## src/verilog/meter_defines.svh

```systemverilog
// Register offsets, field positions, reset values and timing figures of the meter host interface.
`ifndef METER_DEFINES_SVH
`define METER_DEFINES_SVH

// Register addresses on the nibble bus.
`define ADDR_RANGE_MODE 4'h0
`define ADDR_ADC_INPUT 4'h1
`define ADDR_ADC_REF 4'h2
`define ADDR_CMP_MUX 4'h3
`define ADDR_FUNC_NET 4'h4
`define ADDR_CONV_GAIN 4'h5
`define ADDR_CONV_SETUP 4'h6
`define ADDR_CLK_CNT_PEAK 4'h7
`define ADDR_MISC 4'h8
`define ADDR_INT 4'h9
`define NUM_CTRL_REGS 9
`define CTRL_RESET 8'h00

// Field positions.
`define BIT_BEEPER_ENABLE 7
`define BIT_DUTY_MODE 2
`define BIT_COUNTER_RESTART_N 1
`define BIT_PEAK_CLEAR_N 0
`define BIT_SCHMITT_ENABLE 3
`define BIT_CONVERTER_ON 7
`define BIT_BEEP_COUNT_CTL 3
`define BIT_CMP_HIGH_DIRECT 2
`define MISC_WRITABLE_MASK 8'h8f
`define INT_FLAG_COUNTER 3
`define INT_FLAG_PEAK 2
`define INT_FLAG_FAST_ADC 1
`define INT_FLAG_HIRES_ADC 0

// Peak tracker reset values, extremes of a signed 16-bit result.
`define PEAK_MOST_NEGATIVE 16'h8000
`define PEAK_MOST_POSITIVE 16'h7fff

// Counter gate time and clock rate.
`define COUNTER_GATE_US 200000
`define CLK_MHZ 250

`endif

```

## src/verilog/meter_pkg.sv

```systemverilog
// Types shared by the meter host interface.
package meter_pkg;
  typedef logic [7:0] byte_t;
  typedef logic [3:0] nibble_t;
  typedef logic [15:0] peak_t;
  typedef enum logic [0:0] {
    CNT_IDLE = 1'b0,
    CNT_RUN = 1'b1
  } counter_state_e;
endpackage
```

## src/verilog/meter_host_register_interface.sv

```systemverilog
// Nibble-bus register bank, frequency/duty counter and peak tracker of the meter front end.
`include "meter_defines.svh"

module meter_host_register_interface #(
  parameter int unsigned GATE_CYCLES = `COUNTER_GATE_US * `CLK_MHZ // Counter gate length in clocks.
) (
  input wire logic sys_clk_in, // System clock, 250 MHz.
  input wire logic reset_n_in, // Chip reset, active low.
  input wire logic cs_n_in, // Chip select, active low.
  input wire logic wr_n_in, // Write strobe, active low.
  input wire logic rd_n_in, // Read strobe, active low.
  input wire logic ale_in, // Address latch strobe, active high.
  input wire logic [3:0] ad_in, // Multiplexed address/data lines, input side.
  output logic [3:0] ad_out, // Multiplexed data lines, output side.
  output logic ad_oe_out, // High while the block drives the data lines.
  output logic interrupt_out_n, // Interrupt request, active low.
  input wire logic signal_in, // Conditioned input for the counter.
  input wire logic [15:0] fast_adc_result_in, // Fast converter result, signed.
  input wire logic fast_adc_valid_in, // One-cycle pulse with each new fast result.
  input wire logic hires_adc_valid_in, // One-cycle pulse with each new high-resolution result.
  input wire logic comparator1_in, // Comparator 1 output.
  input wire logic comparator2_in, // Comparator 2 output.
  input wire logic low_battery_in, // Low-battery detector output.
  output logic [7:0] range_mode_select_out, // Register 0.
  output logic [7:0] adc_input_path_select_out, // Register 1.
  output logic [7:0] adc_reference_path_select_out, // Register 2.
  output logic [7:0] comparator_mux_control_out, // Register 3.
  output logic [7:0] function_network_enables_out, // Register 4.
  output logic [7:0] converter_gain_control_out, // Register 5.
  output logic [7:0] converter_setup_out, // Register 6.
  output logic [7:0] clock_counter_peak_control_out, // Register 7.
  output logic [7:0] buzzer_comparator_misc_out, // Register 8 writable bits.
  output logic converter_on_out, // Converter enable.
  output logic schmitt_enable_out, // Comparator hysteresis enable.
  output logic comparator_high_direct_out, // Comparator high input taken from the AC pin.
  output logic beeper_on_out, // Beeper drive request.
  output logic [23:0] timebase_count_out, // Timebase count of the last finished measurement.
  output logic [23:0] signal_count_out, // Signal or duty count of the last finished measurement.
  output logic [15:0] positive_peak_out, // Highest fast result since release.
  output logic [15:0] negative_peak_out // Lowest fast result since release.
);

  ////////////////////////////////////////////////////////////////////////////
  // Bus strobe edges and register storage.
  meter_pkg::byte_t ctrl_r [`NUM_CTRL_REGS];
  meter_pkg::nibble_t addr_r;
  meter_pkg::nibble_t hold_r;
  logic upper_next_r;
  logic wr_n_prev_r;
  logic rd_n_prev_r;
  logic [3:0] flags_r;
  logic [3:0] flags_seen_r;
  logic [3:0] int_enable_r;
  logic [3:0] ad_out_r;
  logic ad_oe_r;
  logic irq_n_r;
  logic wr_fall;
  logic rd_rise;
  logic int_read_done;
  logic [3:0] flag_set;
  meter_pkg::byte_t rd_byte;

  // Strobe edges count only while the chip is selected.
  assign wr_fall = wr_n_prev_r & ~wr_n_in & ~cs_n_in;
  assign rd_rise = ~rd_n_prev_r & rd_n_in & ~cs_n_in;

  // The interrupt register is released once its lower nibble has been read.
  assign int_read_done = rd_rise & ~upper_next_r & (addr_r == `ADDR_INT);

  // Previous strobe levels for edge detection.
  always_ff @(posedge sys_clk_in or negedge reset_n_in) begin
    if (!reset_n_in) begin
      wr_n_prev_r <= 1'b1;
      rd_n_prev_r <= 1'b1;
    end else begin
      wr_n_prev_r <= wr_n_in;
      rd_n_prev_r <= rd_n_in;
    end
  end

  // Address latch and nibble sequencing; the latch strobe always restarts at the upper nibble.
  always_ff @(posedge sys_clk_in or negedge reset_n_in) begin
    if (!reset_n_in) begin
      addr_r <= 4'h0;
      upper_next_r <= 1'b1;
      hold_r <= 4'h0;
    end else if (ale_in) begin
      addr_r <= ad_in;
      upper_next_r <= 1'b1;
    end else if (wr_fall) begin
      if (upper_next_r) begin
        hold_r <= ad_in;
      end
      upper_next_r <= ~upper_next_r;
    end else if (rd_rise) begin
      upper_next_r <= ~upper_next_r;
    end
  end

  // Control register writes commit on the lower nibble.
  always_ff @(posedge sys_clk_in or negedge reset_n_in) begin
    if (!reset_n_in) begin
      for (int i = 0; i < `NUM_CTRL_REGS; i++) begin
        ctrl_r[i] <= `CTRL_RESET;
      end
    end else if (wr_fall && !ale_in && !upper_next_r && addr_r < `ADDR_INT) begin
      ctrl_r[addr_r] <= {hold_r, ad_in};
    end
  end

  // Interrupt enables sit in the low half of register 9 and are read/write.
  always_ff @(posedge sys_clk_in or negedge reset_n_in) begin
    if (!reset_n_in) begin
      int_enable_r <= 4'h0;
    end else if (wr_fall && !ale_in && !upper_next_r && addr_r == `ADDR_INT) begin
      int_enable_r <= ad_in;
    end
  end

  ////////////////////////////////////////////////////////////////////////////
  // Read data path.
  // Misc bits 6:4 are live status; the remaining bits come from storage.
  always_comb begin
    rd_byte = 8'h00;
    if (addr_r < `ADDR_INT) begin
      rd_byte = ctrl_r[addr_r];
    end
    if (addr_r == `ADDR_MISC) begin
      rd_byte = (ctrl_r[`ADDR_MISC] & `MISC_WRITABLE_MASK) |
                {1'b0, comparator2_in, comparator1_in, low_battery_in, 4'h0};
    end else if (addr_r == `ADDR_INT) begin
      rd_byte = {flags_r, int_enable_r};
    end
  end

  // The data lines are driven one clock after the chip is selected with the read strobe low and the latch strobe low.
  always_ff @(posedge sys_clk_in or negedge reset_n_in) begin
    if (!reset_n_in) begin
      ad_out_r <= 4'h0;
      ad_oe_r <= 1'b0;
    end else begin
      ad_out_r <= upper_next_r ? rd_byte[7:4] : rd_byte[3:0];
      ad_oe_r <= ~cs_n_in & ~rd_n_in & ~ale_in;
    end
  end

  assign ad_out = ad_out_r;
  assign ad_oe_out = ad_oe_r;

  ////////////////////////////////////////////////////////////////////////////
  // Interrupt flags.
  logic counter_done;
  logic peak_event;

  assign flag_set = {counter_done, peak_event, fast_adc_valid_in, hires_adc_valid_in};

  // Only flags already shown on the upper nibble are released, so an event that lands
  // during the read is not lost; a set in the clearing cycle also wins.
  always_ff @(posedge sys_clk_in or negedge reset_n_in) begin
    if (!reset_n_in) begin
      flags_r <= 4'h0;
      flags_seen_r <= 4'h0;
    end else begin
      if (rd_rise && upper_next_r && addr_r == `ADDR_INT) begin
        flags_seen_r <= flags_r;
      end
      if (int_read_done) begin
        flags_r <= (flags_r & ~flags_seen_r) | flag_set;
      end else begin
        flags_r <= flags_r | flag_set;
      end
    end
  end

  // Enables only gate the pin; the flags update regardless.
  always_ff @(posedge sys_clk_in or negedge reset_n_in) begin
    if (!reset_n_in) begin
      irq_n_r <= 1'b1;
    end else begin
      irq_n_r <= ~|(flags_r & int_enable_r);
    end
  end

  assign interrupt_out_n = irq_n_r;

  ////////////////////////////////////////////////////////////////////////////
  // Frequency and duty counter.
  meter_pkg::counter_state_e cnt_state_r;
  logic restart_prev_r;
  logic signal_prev_r;
  logic [31:0] gate_r;
  logic [23:0] tb_cnt_r;
  logic [23:0] sg_cnt_r;
  logic [23:0] tb_out_r;
  logic [23:0] sg_out_r;
  logic done_r;
  logic restart_n;
  logic duty_mode;
  logic signal_tick;

  assign restart_n = ctrl_r[`ADDR_CLK_CNT_PEAK][`BIT_COUNTER_RESTART_N];
  assign duty_mode = ctrl_r[`ADDR_CLK_CNT_PEAK][`BIT_DUTY_MODE];
  // Frequency mode counts rising edges, duty mode counts high clocks.
  assign signal_tick = duty_mode ? signal_in : (signal_in & ~signal_prev_r);
  assign counter_done = done_r;

  // A restart is the rising edge of the restart bit; clearing the bit aborts a running count.
  always_ff @(posedge sys_clk_in or negedge reset_n_in) begin
    if (!reset_n_in) begin
      restart_prev_r <= 1'b0;
      signal_prev_r <= 1'b0;
      cnt_state_r <= meter_pkg::CNT_IDLE;
      gate_r <= 32'h0000_0000;
      tb_cnt_r <= 24'h00_0000;
      sg_cnt_r <= 24'h00_0000;
      done_r <= 1'b0;
    end else begin
      restart_prev_r <= restart_n;
      signal_prev_r <= signal_in;
      done_r <= 1'b0;
      unique case (cnt_state_r)
        meter_pkg::CNT_IDLE: begin
          if (restart_n && !restart_prev_r) begin
            cnt_state_r <= meter_pkg::CNT_RUN;
            gate_r <= 32'(GATE_CYCLES);
            tb_cnt_r <= 24'h00_0000;
            sg_cnt_r <= 24'h00_0000;
          end
        end
        meter_pkg::CNT_RUN: begin
          if (!restart_n) begin
            cnt_state_r <= meter_pkg::CNT_IDLE;
          end else begin
            tb_cnt_r <= tb_cnt_r + 24'h00_0001;
            sg_cnt_r <= sg_cnt_r + {23'h00_0000, signal_tick};
            gate_r <= gate_r - 32'h0000_0001;
            if (gate_r <= 32'h0000_0001) begin
              cnt_state_r <= meter_pkg::CNT_IDLE;
              done_r <= 1'b1;
            end
          end
        end
      endcase
    end
  end

  // Results are published when the gate closes, so reads never see a count in motion.
  always_ff @(posedge sys_clk_in or negedge reset_n_in) begin
    if (!reset_n_in) begin
      tb_out_r <= 24'h00_0000;
      sg_out_r <= 24'h00_0000;
    end else if (cnt_state_r == meter_pkg::CNT_RUN && restart_n && gate_r <= 32'h0000_0001) begin
      tb_out_r <= tb_cnt_r + 24'h00_0001;
      sg_out_r <= sg_cnt_r + {23'h00_0000, signal_tick};
    end
  end

  assign timebase_count_out = tb_out_r;
  assign signal_count_out = sg_out_r;

  ////////////////////////////////////////////////////////////////////////////
  // Peak tracker.
  logic signed [15:0] pos_peak_r;
  logic signed [15:0] neg_peak_r;
  logic peak_event_r;
  logic peak_clear_n;
  logic signed [15:0] sample;

  assign peak_clear_n = ctrl_r[`ADDR_CLK_CNT_PEAK][`BIT_PEAK_CLEAR_N];
  assign sample = signed'(fast_adc_result_in);
  assign peak_event = peak_event_r;

  // Each valid result is compared once; the peak flag rises when either peak moves.
  always_ff @(posedge sys_clk_in or negedge reset_n_in) begin
    if (!reset_n_in) begin
      pos_peak_r <= `PEAK_MOST_NEGATIVE;
      neg_peak_r <= `PEAK_MOST_POSITIVE;
      peak_event_r <= 1'b0;
    end else if (!peak_clear_n) begin
      pos_peak_r <= `PEAK_MOST_NEGATIVE;
      neg_peak_r <= `PEAK_MOST_POSITIVE;
      peak_event_r <= 1'b0;
    end else begin
      peak_event_r <= 1'b0;
      if (fast_adc_valid_in) begin
        if (sample > pos_peak_r) begin
          pos_peak_r <= sample;
          peak_event_r <= 1'b1;
        end
        if (sample < neg_peak_r) begin
          neg_peak_r <= sample;
          peak_event_r <= 1'b1;
        end
      end
    end
  end

  assign positive_peak_out = pos_peak_r;
  assign negative_peak_out = neg_peak_r;

  ////////////////////////////////////////////////////////////////////////////
  // Control outputs and derived controls.
  logic conv_on_r;
  logic schmitt_r;
  logic cmp_high_direct_r;
  logic beeper_r;

  // Register contents go out unchanged except register 8, masked to its writable bits; analog fields are decoded outside.
  assign range_mode_select_out = ctrl_r[`ADDR_RANGE_MODE];
  assign adc_input_path_select_out = ctrl_r[`ADDR_ADC_INPUT];
  assign adc_reference_path_select_out = ctrl_r[`ADDR_ADC_REF];
  assign comparator_mux_control_out = ctrl_r[`ADDR_CMP_MUX];
  assign function_network_enables_out = ctrl_r[`ADDR_FUNC_NET];
  assign converter_gain_control_out = ctrl_r[`ADDR_CONV_GAIN];
  assign converter_setup_out = ctrl_r[`ADDR_CONV_SETUP];
  assign clock_counter_peak_control_out = ctrl_r[`ADDR_CLK_CNT_PEAK];
  assign buzzer_comparator_misc_out = ctrl_r[`ADDR_MISC] & `MISC_WRITABLE_MASK;

  // With beep count control set the beeper follows comparator 1, otherwise the enable alone.
  always_ff @(posedge sys_clk_in or negedge reset_n_in) begin
    if (!reset_n_in) begin
      conv_on_r <= 1'b0;
      schmitt_r <= 1'b0;
      cmp_high_direct_r <= 1'b0;
      beeper_r <= 1'b0;
    end else begin
      conv_on_r <= ctrl_r[`ADDR_CONV_GAIN][`BIT_CONVERTER_ON];
      schmitt_r <= ctrl_r[`ADDR_FUNC_NET][`BIT_SCHMITT_ENABLE];
      cmp_high_direct_r <= ctrl_r[`ADDR_MISC][`BIT_CMP_HIGH_DIRECT];
      beeper_r <= ctrl_r[`ADDR_CLK_CNT_PEAK][`BIT_BEEPER_ENABLE] &
                  (comparator1_in | ~ctrl_r[`ADDR_MISC][`BIT_BEEP_COUNT_CTL]);
    end
  end

  assign converter_on_out = conv_on_r;
  assign schmitt_enable_out = schmitt_r;
  assign comparator_high_direct_out = cmp_high_direct_r;
  assign beeper_on_out = beeper_r;

endmodule

```

## config.mk

```make
export PLATFORM = sky130hd
export DESIGN_NAME = meter_host_register_interface
export DESIGN_NICKNAME = d
export VERILOG_FILES = /design/src/verilog/meter_pkg.sv /design/src/verilog/meter_host_register_interface.sv
export VERILOG_INCLUDE_DIRS = /design/src /design/src/verilog
export SDC_FILE = /design/constraint.sdc
export NUM_CORES = 1
export LEC_CHECK = 0
export BUFFER_PORTS_ARGS = -buffer_cell sky130_fd_sc_hd__buf_2
export CORE_MARGIN = 2
export CORE_UTILIZATION = 58
export DETAILED_ROUTE_END_ITERATION = 8
export PLACE_DENSITY = 0.9
export SLEW_MARGIN = 25
export SYNTH_ARGS = -nofsm -noshare
export SYNTH_HDL_FRONTEND = slang
export SYNTH_SLANG_ARGS = --single-unit
```

## constraint.sdc

```tcl
create_clock -name sys_clk_in -period 3.2 [get_ports sys_clk_in]
set_input_delay 0.96 -clock sys_clk_in [delete_from_list [all_inputs] [get_ports sys_clk_in]]
set_output_delay 0.96 -clock sys_clk_in [all_outputs]
set_load 0.05 [all_outputs]
```

==> flow_metrics.tcl, run 1 <==
set metrics [dict create \
    status "finished clean" \
    crit_required_ps 3630 \
    synth-compound-area-share_pct 9.619 \
    final_nets 1495 \
    worstSetupStartpointType "flip-flop" \
    netlist_instances 1311 \
    crit_start "gate_r[26]" \
    grtUsageTotal_pct 25.62 \
    synthAdderAreaFrac_pct 3.270 \
    cts_buffers 28 \
    via_per_inst 5.854 \
    rsz0062_at_grt "false" \
    critPathSlowestCell "or4_1" \
    layout_common_cells "247 x dfrtp_1, 189 x buf_2, 130 x nand2_1" \
    ys_ff_latch 267 \
    drtIter0Drc 621 \
    antenna_cells 0 \
    endpoint "timebase_count_out[1]" \
    grt_max_degree 73 \
    cts_root_buf "clkbuf_16" \
    final_common_cell "dfrtp_1" \
    gp_congestion 0.9290 \
    cp.arrival_ps 3150 \
    hpwl_um 22080 \
    fillers 1759 \
    antenna_found_initial 0 \
    area_delta_synth_final_pct 12.37 \
    cts_num_sinks 267 \
    rows 56 \
    final_layout_size_suffix_gt1_share_pct 27.82 \
    cp_slowest_stage_delay_ps 550 \
    worst_hold_slack_ps 390.6 \
    synth_seq_area_share_pct 48.68 \
    tightest_slew_ps 796.1 \
    clock_path_buffers 3 \
    core_area_sq_um 23400 \
    slew_violations 0 \
    ys_warn_count 0 \
    synth_top_family_by_area "simple AND/OR/NAND/NOR gates" \
    hold_violations 0 \
    grt_pass1_wl_um 51570 \
    cts.clk_slew.worst_paths_ps 60 \
    cap_violations 0 \
    layout_min_cycle_time_ps 2726 \
    worstHoldPathType "input port to asynchronous set/reset pin" \
    synth-edff-count 0 \
    synth_xor_area_share_pct 3.878 \
    crit_fanout 72 \
    synthFlopType "dfrtp_1" \
    r2r_cells 6 \
    drt-total-wl_um 32160 \
    setup_viol 0 \
    die_y_um 158.1 \
    fp.dieW_um 158.1 \
    ir_worst_vdd_mv 0.4728 \
    tritoncts "done" \
    async_reset_ff_share_pct 100.0 \
    firstDrtPassIters 5 \
    grt_remaining_overflow 0 \
    r2r_start "gate_r[26]" \
    dieArea_sq_um 25000 \
    power_density_nw_per_um2 505.2 \
    ios 194 \
    syn_area_sq_um 13780 \
    post-route-drc-count 0 \
    avgSynthCellArea_sq_um 10.51 \
    reg2reg_slack_ps 470 \
    postCtsSetupRepairBufs 0 \
    final_cells 1764 \
    maxSlewHeadroom_pct 46.93 \
    grt_pass1_vias 10221 \
    yosys.area_share.simple_pct 14.25 \
    skew_ps 12.54 \
    critPathKind "flip-flop to flip-flop" \
    regArea_sq_um 6706 \
    finalCritPeriodShare_pct 85.20 \
    r2r_end "timebase_count_out[1]" \
    end_kind "flip-flop" \
    multi_input_area_sq_um 6086 \
    crit_chain "or4_1, or4_4, nand4b_4, nor3_4, buf_12, mux2_2" \
    postRouteAntennaNets 0 \
    synthMuxAreaShare_pct 12.95 \
    start_util_pct 58.86 \
    cts_resized 0 \
    htreeDepth 1 \
    avgRoutedWirePerCell_um 18.23 \
    dp.cells 1716 \
    fmax_mhz 366.8 \
    hold_buffers 0 \
    p_leak_nw 7.432 \
    insertion_delay_ps 540 \
    io_buffers 190 \
    ys_types 61 \
    vias 10327 \
]
[synth_stat cells, drive strengths merged (24+ instances only)]
master	instances	area share, %
a21oi	73	2.7
mux2i	44	3.2
mux2	87	7.1
ha	36	3.3
nor2	89	2.4
o21ai	66	2.4
nand3	24	0.87
nand2	131	3.6
buf	95	4.9
xnor2	32	2.0
o31ai	27	1.5
inv	41	1.1
xor2	29	1.8
nor2b	38	1.7
dfrtp	247	45
clkbuf	48	1.3
[sequential cells by signal (all words and copies together), names as in the netlist, 16 cells and up]
register	flops
timebase_count_out	24
tb_cnt_r	24
gate_r	32
positive_peak_out	16
signal_count_out	24
negative_peak_out	16
sg_cnt_r	24
[layout make-up]
| cell class | count | area share (%) |
|---|---|---|
| inverters | 41 | 0.9942 |
| clock inverters | 4 | 0.1697 |
| well taps | 319 | 2.578 |
| flip-flops and latches | 267 | 43.32 |
| multi-input cells | 862 | 39.31 |
| repair buffers | 227 | 8.244 |
| clock buffers | 44 | 5.375 |
[worst min-delay path by stage]
stage / from / end / slack (ps)
2_1_floorplan: converter_gain_control_out[7] / converter_on_out / 390
3_3_place_gp: converter_gain_control_out[7] / converter_on_out / 400
3_5_place_dp: counter_done / flags_r[3] / 420
4_1_cts: reset_n_in / range_mode_select_out[3] / 390
5_1_grt: reset_n_in / function_network_enables_out[3] / 420
6_report: reset_n_in / function_network_enables_out[3] / 390
[kinds of logic (layout without fill, tap and decap cells)]
group / after synthesis / after routing
multiplexers: 147 / 147
XOR/XNOR: 61 / 61
other: 1 / 3
adder cells (fa/ha/maj): 36 / 36
AND/OR/NAND/NOR: 393 / 393
AO/OA/AOI/OAI: 222 / 222
flip-flops: 267 / 267
buffers and inverters: 184 / 316
[report_power, final]
part	internal, mW	switching [mW]
clock	1.77	1.31
combinational	0.362	0.593
sequential	3.57	0.226
total	5.70	2.12
[critical path, delay by kind of cell (launching register included)]
family | cells | cell delay [ps]
multiplexers | 1 | 380
AND/OR/NAND/NOR | 4 | 1490
flip-flops | 1 | 400
buffers and inverters | 1 | 290
[per-layer routing]
layer | part of all wire [%] | GRT usage [%]
met1 | 41 | 32.54
met2 | 49 | 43.42
met3 | 6.7 | 4.927
met4 | 3.3 | 10.17
met5 | 0 | 0
[stage by stage]
step                setup slack, ps  instance area (sq um)  util (%)  total power [mW]  setup TNS, ps
floorplan                     11.11                  13790         -             4.478              0
global placement              81.95                  14620     62.48             4.731              0
detailed placement           -29.10                  14620     62.48             4.783         -64.62
CTS                           470.0                  15480     66.15             7.870              0
global route                  255.2                  15480     66.15             8.130              0
finish                        473.7                  15480     66.15             7.821              0
Power figures use the tool's default switching activity.
==> run 2, diff against run 1 <==
GPL_TIMING_DRIVEN = 0   (was unset)
==> run 2 against run 1 <==
Against the previous run:
- global-route usage is 2.1 points higher
- worst hold slack lost 46 ps
- clock power rose by 8.8%
- design area is 4.9% higher
- critical path type is now input port to flip-flop
- wire length rose by 9.8%
- largest power group unchanged
- non-clock buffer count grew 111
- critical endpoint is now converter_gain_control_out[3]
==> flow_metrics.tcl, run 2 (same netlist as run 1, synthesis figures left out) <==
set metrics [dict create \
    regMostFlops "gate_r" \
    finalCritPeriodShare_pct 94.53 \
    rsz0062_at_grt "false" \
    layout_min_cycle_time_ps 3025 \
    hold_violations 0 \
    p_int_mw 5.942 \
    slew_violations 0 \
    place_ws_ps -517.6 \
    critPathSlowestCell "nor2_1" \
    final_common_cell "dfrtp_1" \
    fmax_mhz 330.6 \
    p_clk_share_pct 41.1 \
    ir_worst_vdd_mv 0.3887 \
    cts.clk_slew.worst_paths_ps 60 \
    p_sw_mw 2.184 \
    final_layout_size_suffix_gt1_share_pct 30.21 \
    hpwl_um 24430 \
    wl_met2_um 17140 \
    antenna_found_initial 1 \
    crit_required_ps 3620 \
    power_mw 8.127 \
    htreeDepth 1 \
    core_area_sq_um 23400 \
    routed.top_layer "met4" \
    critPathKind "input port to flip-flop" \
    power_density_nw_per_um2 500.4 \
    dr_wl_met3_um 2543 \
    ios 194 \
    grt_remaining_overflow 0 \
    p_sw_share_pct 26.88 \
    final_nets 1606 \
    rows 56 \
    grt_pass1_vias 10924 \
    final_cell_area_sq_um 16240 \
    gp_congestion 0.9094 \
    cp.arrival_ps 3440 \
    m1WireLength_um 14380 \
    worstSetupStartpointType "input port" \
    vias 10997 \
    grt_pass1_wl_um 55520 \
    worstHoldPathType "input port to asynchronous set/reset pin" \
    firstDrtPassIters 5 \
    cap_violations 0 \
    tightest_slew_ps 998.2 \
    post-route-drc-count 0 \
    postRouteAntennaNets 0 \
    insertion_delay_ps 550 \
    status "finished clean" \
    grtUsageTotal_pct 27.76 \
    fillers 1665 \
    largest_reg_flops 32 \
    crit_fanout 8 \
    end_kind "flip-flop" \
    maxSlewHeadroom_pct 33.21 \
    cp_top_family "simple AND/OR/NAND/NOR gates" \
    r2r_cells 9 \
    area_delta_synth_final_pct 17.89 \
    cts_buffers 28 \
    fp.dieW_um 158.1 \
    cts_root_buf "clkbuf_16" \
    cts_num_sinks 267 \
    io_buffers 189 \
    placed_area_sq_um 15230 \
    seqPwrFrac_pct 46.2 \
    fin_ws_ps 175.2 \
    worst_hold_slack_ps 344.6 \
    avgRoutedWirePerCell_um 18.79 \
    p_leak_nw 7.887 \
    crit_chain "clkbuf_1, nor4_1, nand2_1, nor2_1, mux2_2" \
    crit_cells 5 \
    pwr-share-comb_pct 12.7 \
    setup_viol 0 \
    die_y_um 158.1 \
    hold_buffers 0 \
    grt_max_degree 90 \
    start_util_pct 58.86 \
    drt-total-wl_um 35310 \
    via_per_inst 5.853 \
    dieArea_sq_um 25000 \
    crit_buf_inv 1 \
    reg2reg_slack_ps 240 \
    clock_path_buffers 3 \
    tritoncts "done" \
    skew_ps 19.43 \
    layout_common_cells "247 x dfrtp_1, 199 x buf_2, 131 x nand2_1" \
    cp_slowest_stage_delay_ps 810 \
    drtIter0Drc 1021 \
]
[run 2: changes by cell type in the layout (fill, tap and decap cells not counted), moves of 5 or more]
cell      delta
clkinv_2     +5
clkbuf_1    +40
buf_1        +6
buf_4       +45
buf_2       +10
[run 2: worst paths after layout]
path / from / end
max: ale_in / converter_gain_control_out[3]
min: reset_n_in / range_mode_select_out[6]
max reg2reg: positive_peak_out[15] / positive_peak_out[7]
min reg2reg: converter_gain_control_out[7] / converter_on_out
max in group asynchronous: reset_n_in / timebase_count_out[14]
min in group sys_clk_in: converter_gain_control_out[7] / converter_on_out
[run 2: cell type report]
type,count,area [sq um],share of cell area (%)
timing repair buffer,196,1069,6.579
multi-input combinational,862,6102,37.57
inverter,41,153.9,0.9476
sequential,267,6706,41.29
clock buffer,40,847.1,5.216
clock inverter,11,110.1,0.6780
tap,319,399.1,2.458
antenna,1,2.502,0.01541
buffer,142,850.8,5.239
[run 2: power groups by stage]
stage	clock network, mW	logic [mW]	registers, mW
2_1_floorplan	0	0.672	3.81
3_3_place_gp	0	0.964	3.79
3_5_place_dp	0	1.01	3.81
4_1_cts	3.39	1.02	3.75
5_1_grt	3.54	1.12	3.78
6_report	3.34	1.03	3.76
[run 2: through the flow]
stage | util [%] | std cells | setup TNS (ps)
after global routing | 69.40 | 1879 | 0
after floorplan | - | 1313 | 0
after CTS | 69.23 | 1875 | 0
after detailed placement | 65.10 | 1824 | -20300
final | 69.40 | 1879 | 0
after global placement | 64.68 | 1821 | -927400
[run 2: routing by layer]
layer / up-vias / track usage, %
li1: 4975 / -
met1: 5420 / 36.06
met2: 486 / 46.25
met3: 116 / 4.900
met4: 0 / 11.41
met5: - / 0
[run 2: timing repair]
item / in CTS / in global routing
endpoints found under the setup margin: 3 / 17
resized for setup: 1 / 1
setup buffers: 0 / 4
==> run 3, diff against run 2 <==
CORE_MARGIN = 1   (was 2)
GPL_ROUTABILITY_DRIVEN = 0   (was unset)
SETUP_SLACK_MARGIN = 0.4   (was unset)
==> run 3 against run 2 <==
Against the previous run:
- clock skew increased by 5.0 ps
- first-iteration DRC count decreased by 20%
- non-clock buffer count increased by 2
- final cell count decreased by 0.16%
- combinational power increased by 4%
- design area increased by 0.18%
- critical path depth increased by 2
- highest routed layer unchanged
- setup slack improved by 310 ps
- power decreased by 3.4%
- sequential share of layout area decreased by 0.076 points
- via count decreased by 0.60%
- largest power group unchanged
- largest cell class unchanged
==> flow_metrics.tcl, run 3 (same netlist as run 1, synthesis figures left out) <==
set metrics [dict create \
    postRouteAntennaNets 0 \
    tightest_slew_ps 772.4 \
    hold_buffers 0 \
    largest_reg_flops 32 \
    p_sw_mw 2.141 \
    vias 10931 \
    grt_max_degree 93 \
    grt_remaining_overflow 0 \
    crit_fanout 10 \
    regMostFlops "gate_r" \
    ir_worst_vdd_mv 0.3560 \
    start_util_pct 58.86 \
    final_layout_size_suffix_gt1_share_pct 30.76 \
    setup_tns_ps 0 \
    insertion_delay_ps 540 \
    ios 194 \
    cp_top_family "simple AND/OR/NAND/NOR gates" \
    fillers 1652 \
    rsz0062_at_grt "false" \
    worst_hold_slack_ps 320.9 \
    tritoncts "done" \
    hold_violations 0 \
    skew_ps 24.43 \
    fin_util_pct 69.53 \
    r2r_cells 7 \
    core_area_sq_um 23400 \
    grt_pass1_vias 10789 \
    critPathSlowestCell "or4_1" \
    crit_start "gate_r[26]" \
    cp_slowest_stage_delay_ps 540 \
    cts_root_buf "clkbuf_16" \
    worstHoldPathType "input port to asynchronous set/reset pin" \
    maxSlewHeadroom_pct 48.23 \
    p_int_mw 5.713 \
    io_buffers 189 \
    multi_input_area_sq_um 6226 \
    layout_min_cycle_time_ps 2718 \
    via_per_inst 5.827 \
    crit_chain "or4_1, or4_4, nand4b_4, nor3_4, buf_4, buf_2, a21oi_1" \
    critPathKind "flip-flop to flip-flop" \
    seqPwrFrac_pct 48.0 \
    cap_violations 0 \
    pwr-share-comb_pct 13.6 \
    status "finished clean" \
    fp.dieW_um 156.1 \
    dieArea_sq_um 24370 \
    p_sw_share_pct 27.26 \
    power_density_nw_per_um2 482.7 \
    p_clk_share_pct 38.4 \
    htreeDepth 1 \
    regArea_sq_um 6706 \
    final_cell_area_sq_um 16270 \
    cts.clk_slew.worst_paths_ps 60 \
    drt-total-wl_um 34560 \
    die_y_um 156.1 \
    final_nets 1608 \
    area_delta_synth_final_pct 18.11 \
    crit_cells 7 \
    r2r_end "signal_count_out[8]" \
    r2r_start "gate_r[26]" \
    p_leak_nw 7.865 \
    drtIter0Drc 815 \
    finalCritPeriodShare_pct 84.93 \
    grtUsageTotal_pct 28.44 \
    antenna_cells 0 \
    cts_buffers 28 \
    crit_buf_inv 2 \
    firstDrtPassIters 6 \
    worstSetupStartpointType "flip-flop" \
    layout_common_cells "247 x dfrtp_1, 198 x buf_2, 131 x nand2_1" \
    placed_area_sq_um 15320 \
    fin_ws_ps 482.3 \
    antenna_found_initial 0 \
    crit_required_ps 3610 \
    final_common_cell "dfrtp_1" \
    endpoint "signal_count_out[8]" \
    rows 56 \
    fmax_mhz 368.0 \
    slew_violations 0 \
    reg2reg_slack_ps 480 \
    grt_pass1_wl_um 55120 \
    cp.arrival_ps 3130 \
    clock_path_buffers 3 \
    hpwl_um 24140 \
    cts_num_sinks 267 \
    avgRoutedWirePerCell_um 18.42 \
    post-route-drc-count 0 \
    place_ws_ps -253.2 \
    end_kind "flip-flop" \
    setup_viol 0 \
]
## run 3: cell types whose count changed in the layout (fill, tap and decap cells not counted), moves of 3 or more
| cell | before | now |
|---|---|---|
| clkbuf_1 | 50 | 56 |
| ha_1 | 36 | 31 |
| nor2_1 | 88 | 83 |
| clkbuf_8 | 8 | 4 |
| clkinv_2 | 7 | 3 |
| nor2_2 | 1 | 5 |
| ha_4 | 0 | 3 |
| nor4_1 | 12 | 9 |
## run 3: repair_timing
item	CTS	global route
resized for setup	5	12
pin swaps	0	1
buffers inserted	1	4
setup endpoints to repair	38	112
## run 3: cell type report
class | instances | area share, %
Buffer | 143 | 5.329
Clock buffer | 43 | 5.029
Clock inverter | 4 | 0.1461
Inverter | 41 | 0.9459
Multi-Input combinational cell | 862 | 38.27
Sequential cell | 267 | 41.22
Tap cell | 319 | 2.453
Timing Repair Buffer | 197 | 6.613
## run 3: through the flow
step | power, mW | cells
6_report | 7.854 | 1876
5_1_grt | 8.137 | 1876
4_1_cts | 7.849 | 1872
3_5_place_dp | 4.829 | 1824
3_3_place_gp | 4.760 | 1821
2_1_floorplan | 4.485 | 1313
## run 3: worst min-delay path by stage
stage / endpoint / slack (ps) / cells past startpoint
floorplan: converter_on_out / 390 / 0
global placement: converter_on_out / 420 / 0
detailed placement: converter_on_out / 430 / 0
CTS: comparator_high_direct_out / 310 / 1
global route: converter_setup_out[2] / 330 / 1
finish: function_network_enables_out[3] / 320 / 1
## run 3: per-layer routing
metal  GRT usage [%]  wire (um)  part of all wire (%)  vias to the layer above
met3           4.972       2437                   7.1                       85
met4           10.92       1031                   3.0                        0
met2           47.53      17020                    49                      454
met5               0          0                     0                        -
met1           36.98      14080                    41                     5414
li1                -          -                     -                     4978
## run 3: worst register-to-register path, delay by kind of cell, from the launching register on
family	cells	cell delay, ps
AOI/OAI and AO/OA	1	100
and+or+nand+nor	4	1540
buffers and inverters	2	560
DFF	1	410
## run 3: power by group through the flow
stage,logic (mW),registers [mW],clock network [mW]
finish,1.07,3.77,3.02
global route,1.15,3.79,3.19
CTS,1.04,3.76,3.05
detailed placement,1.02,3.81,0
global placement,0.970,3.79,0
floorplan,0.679,3.81,0
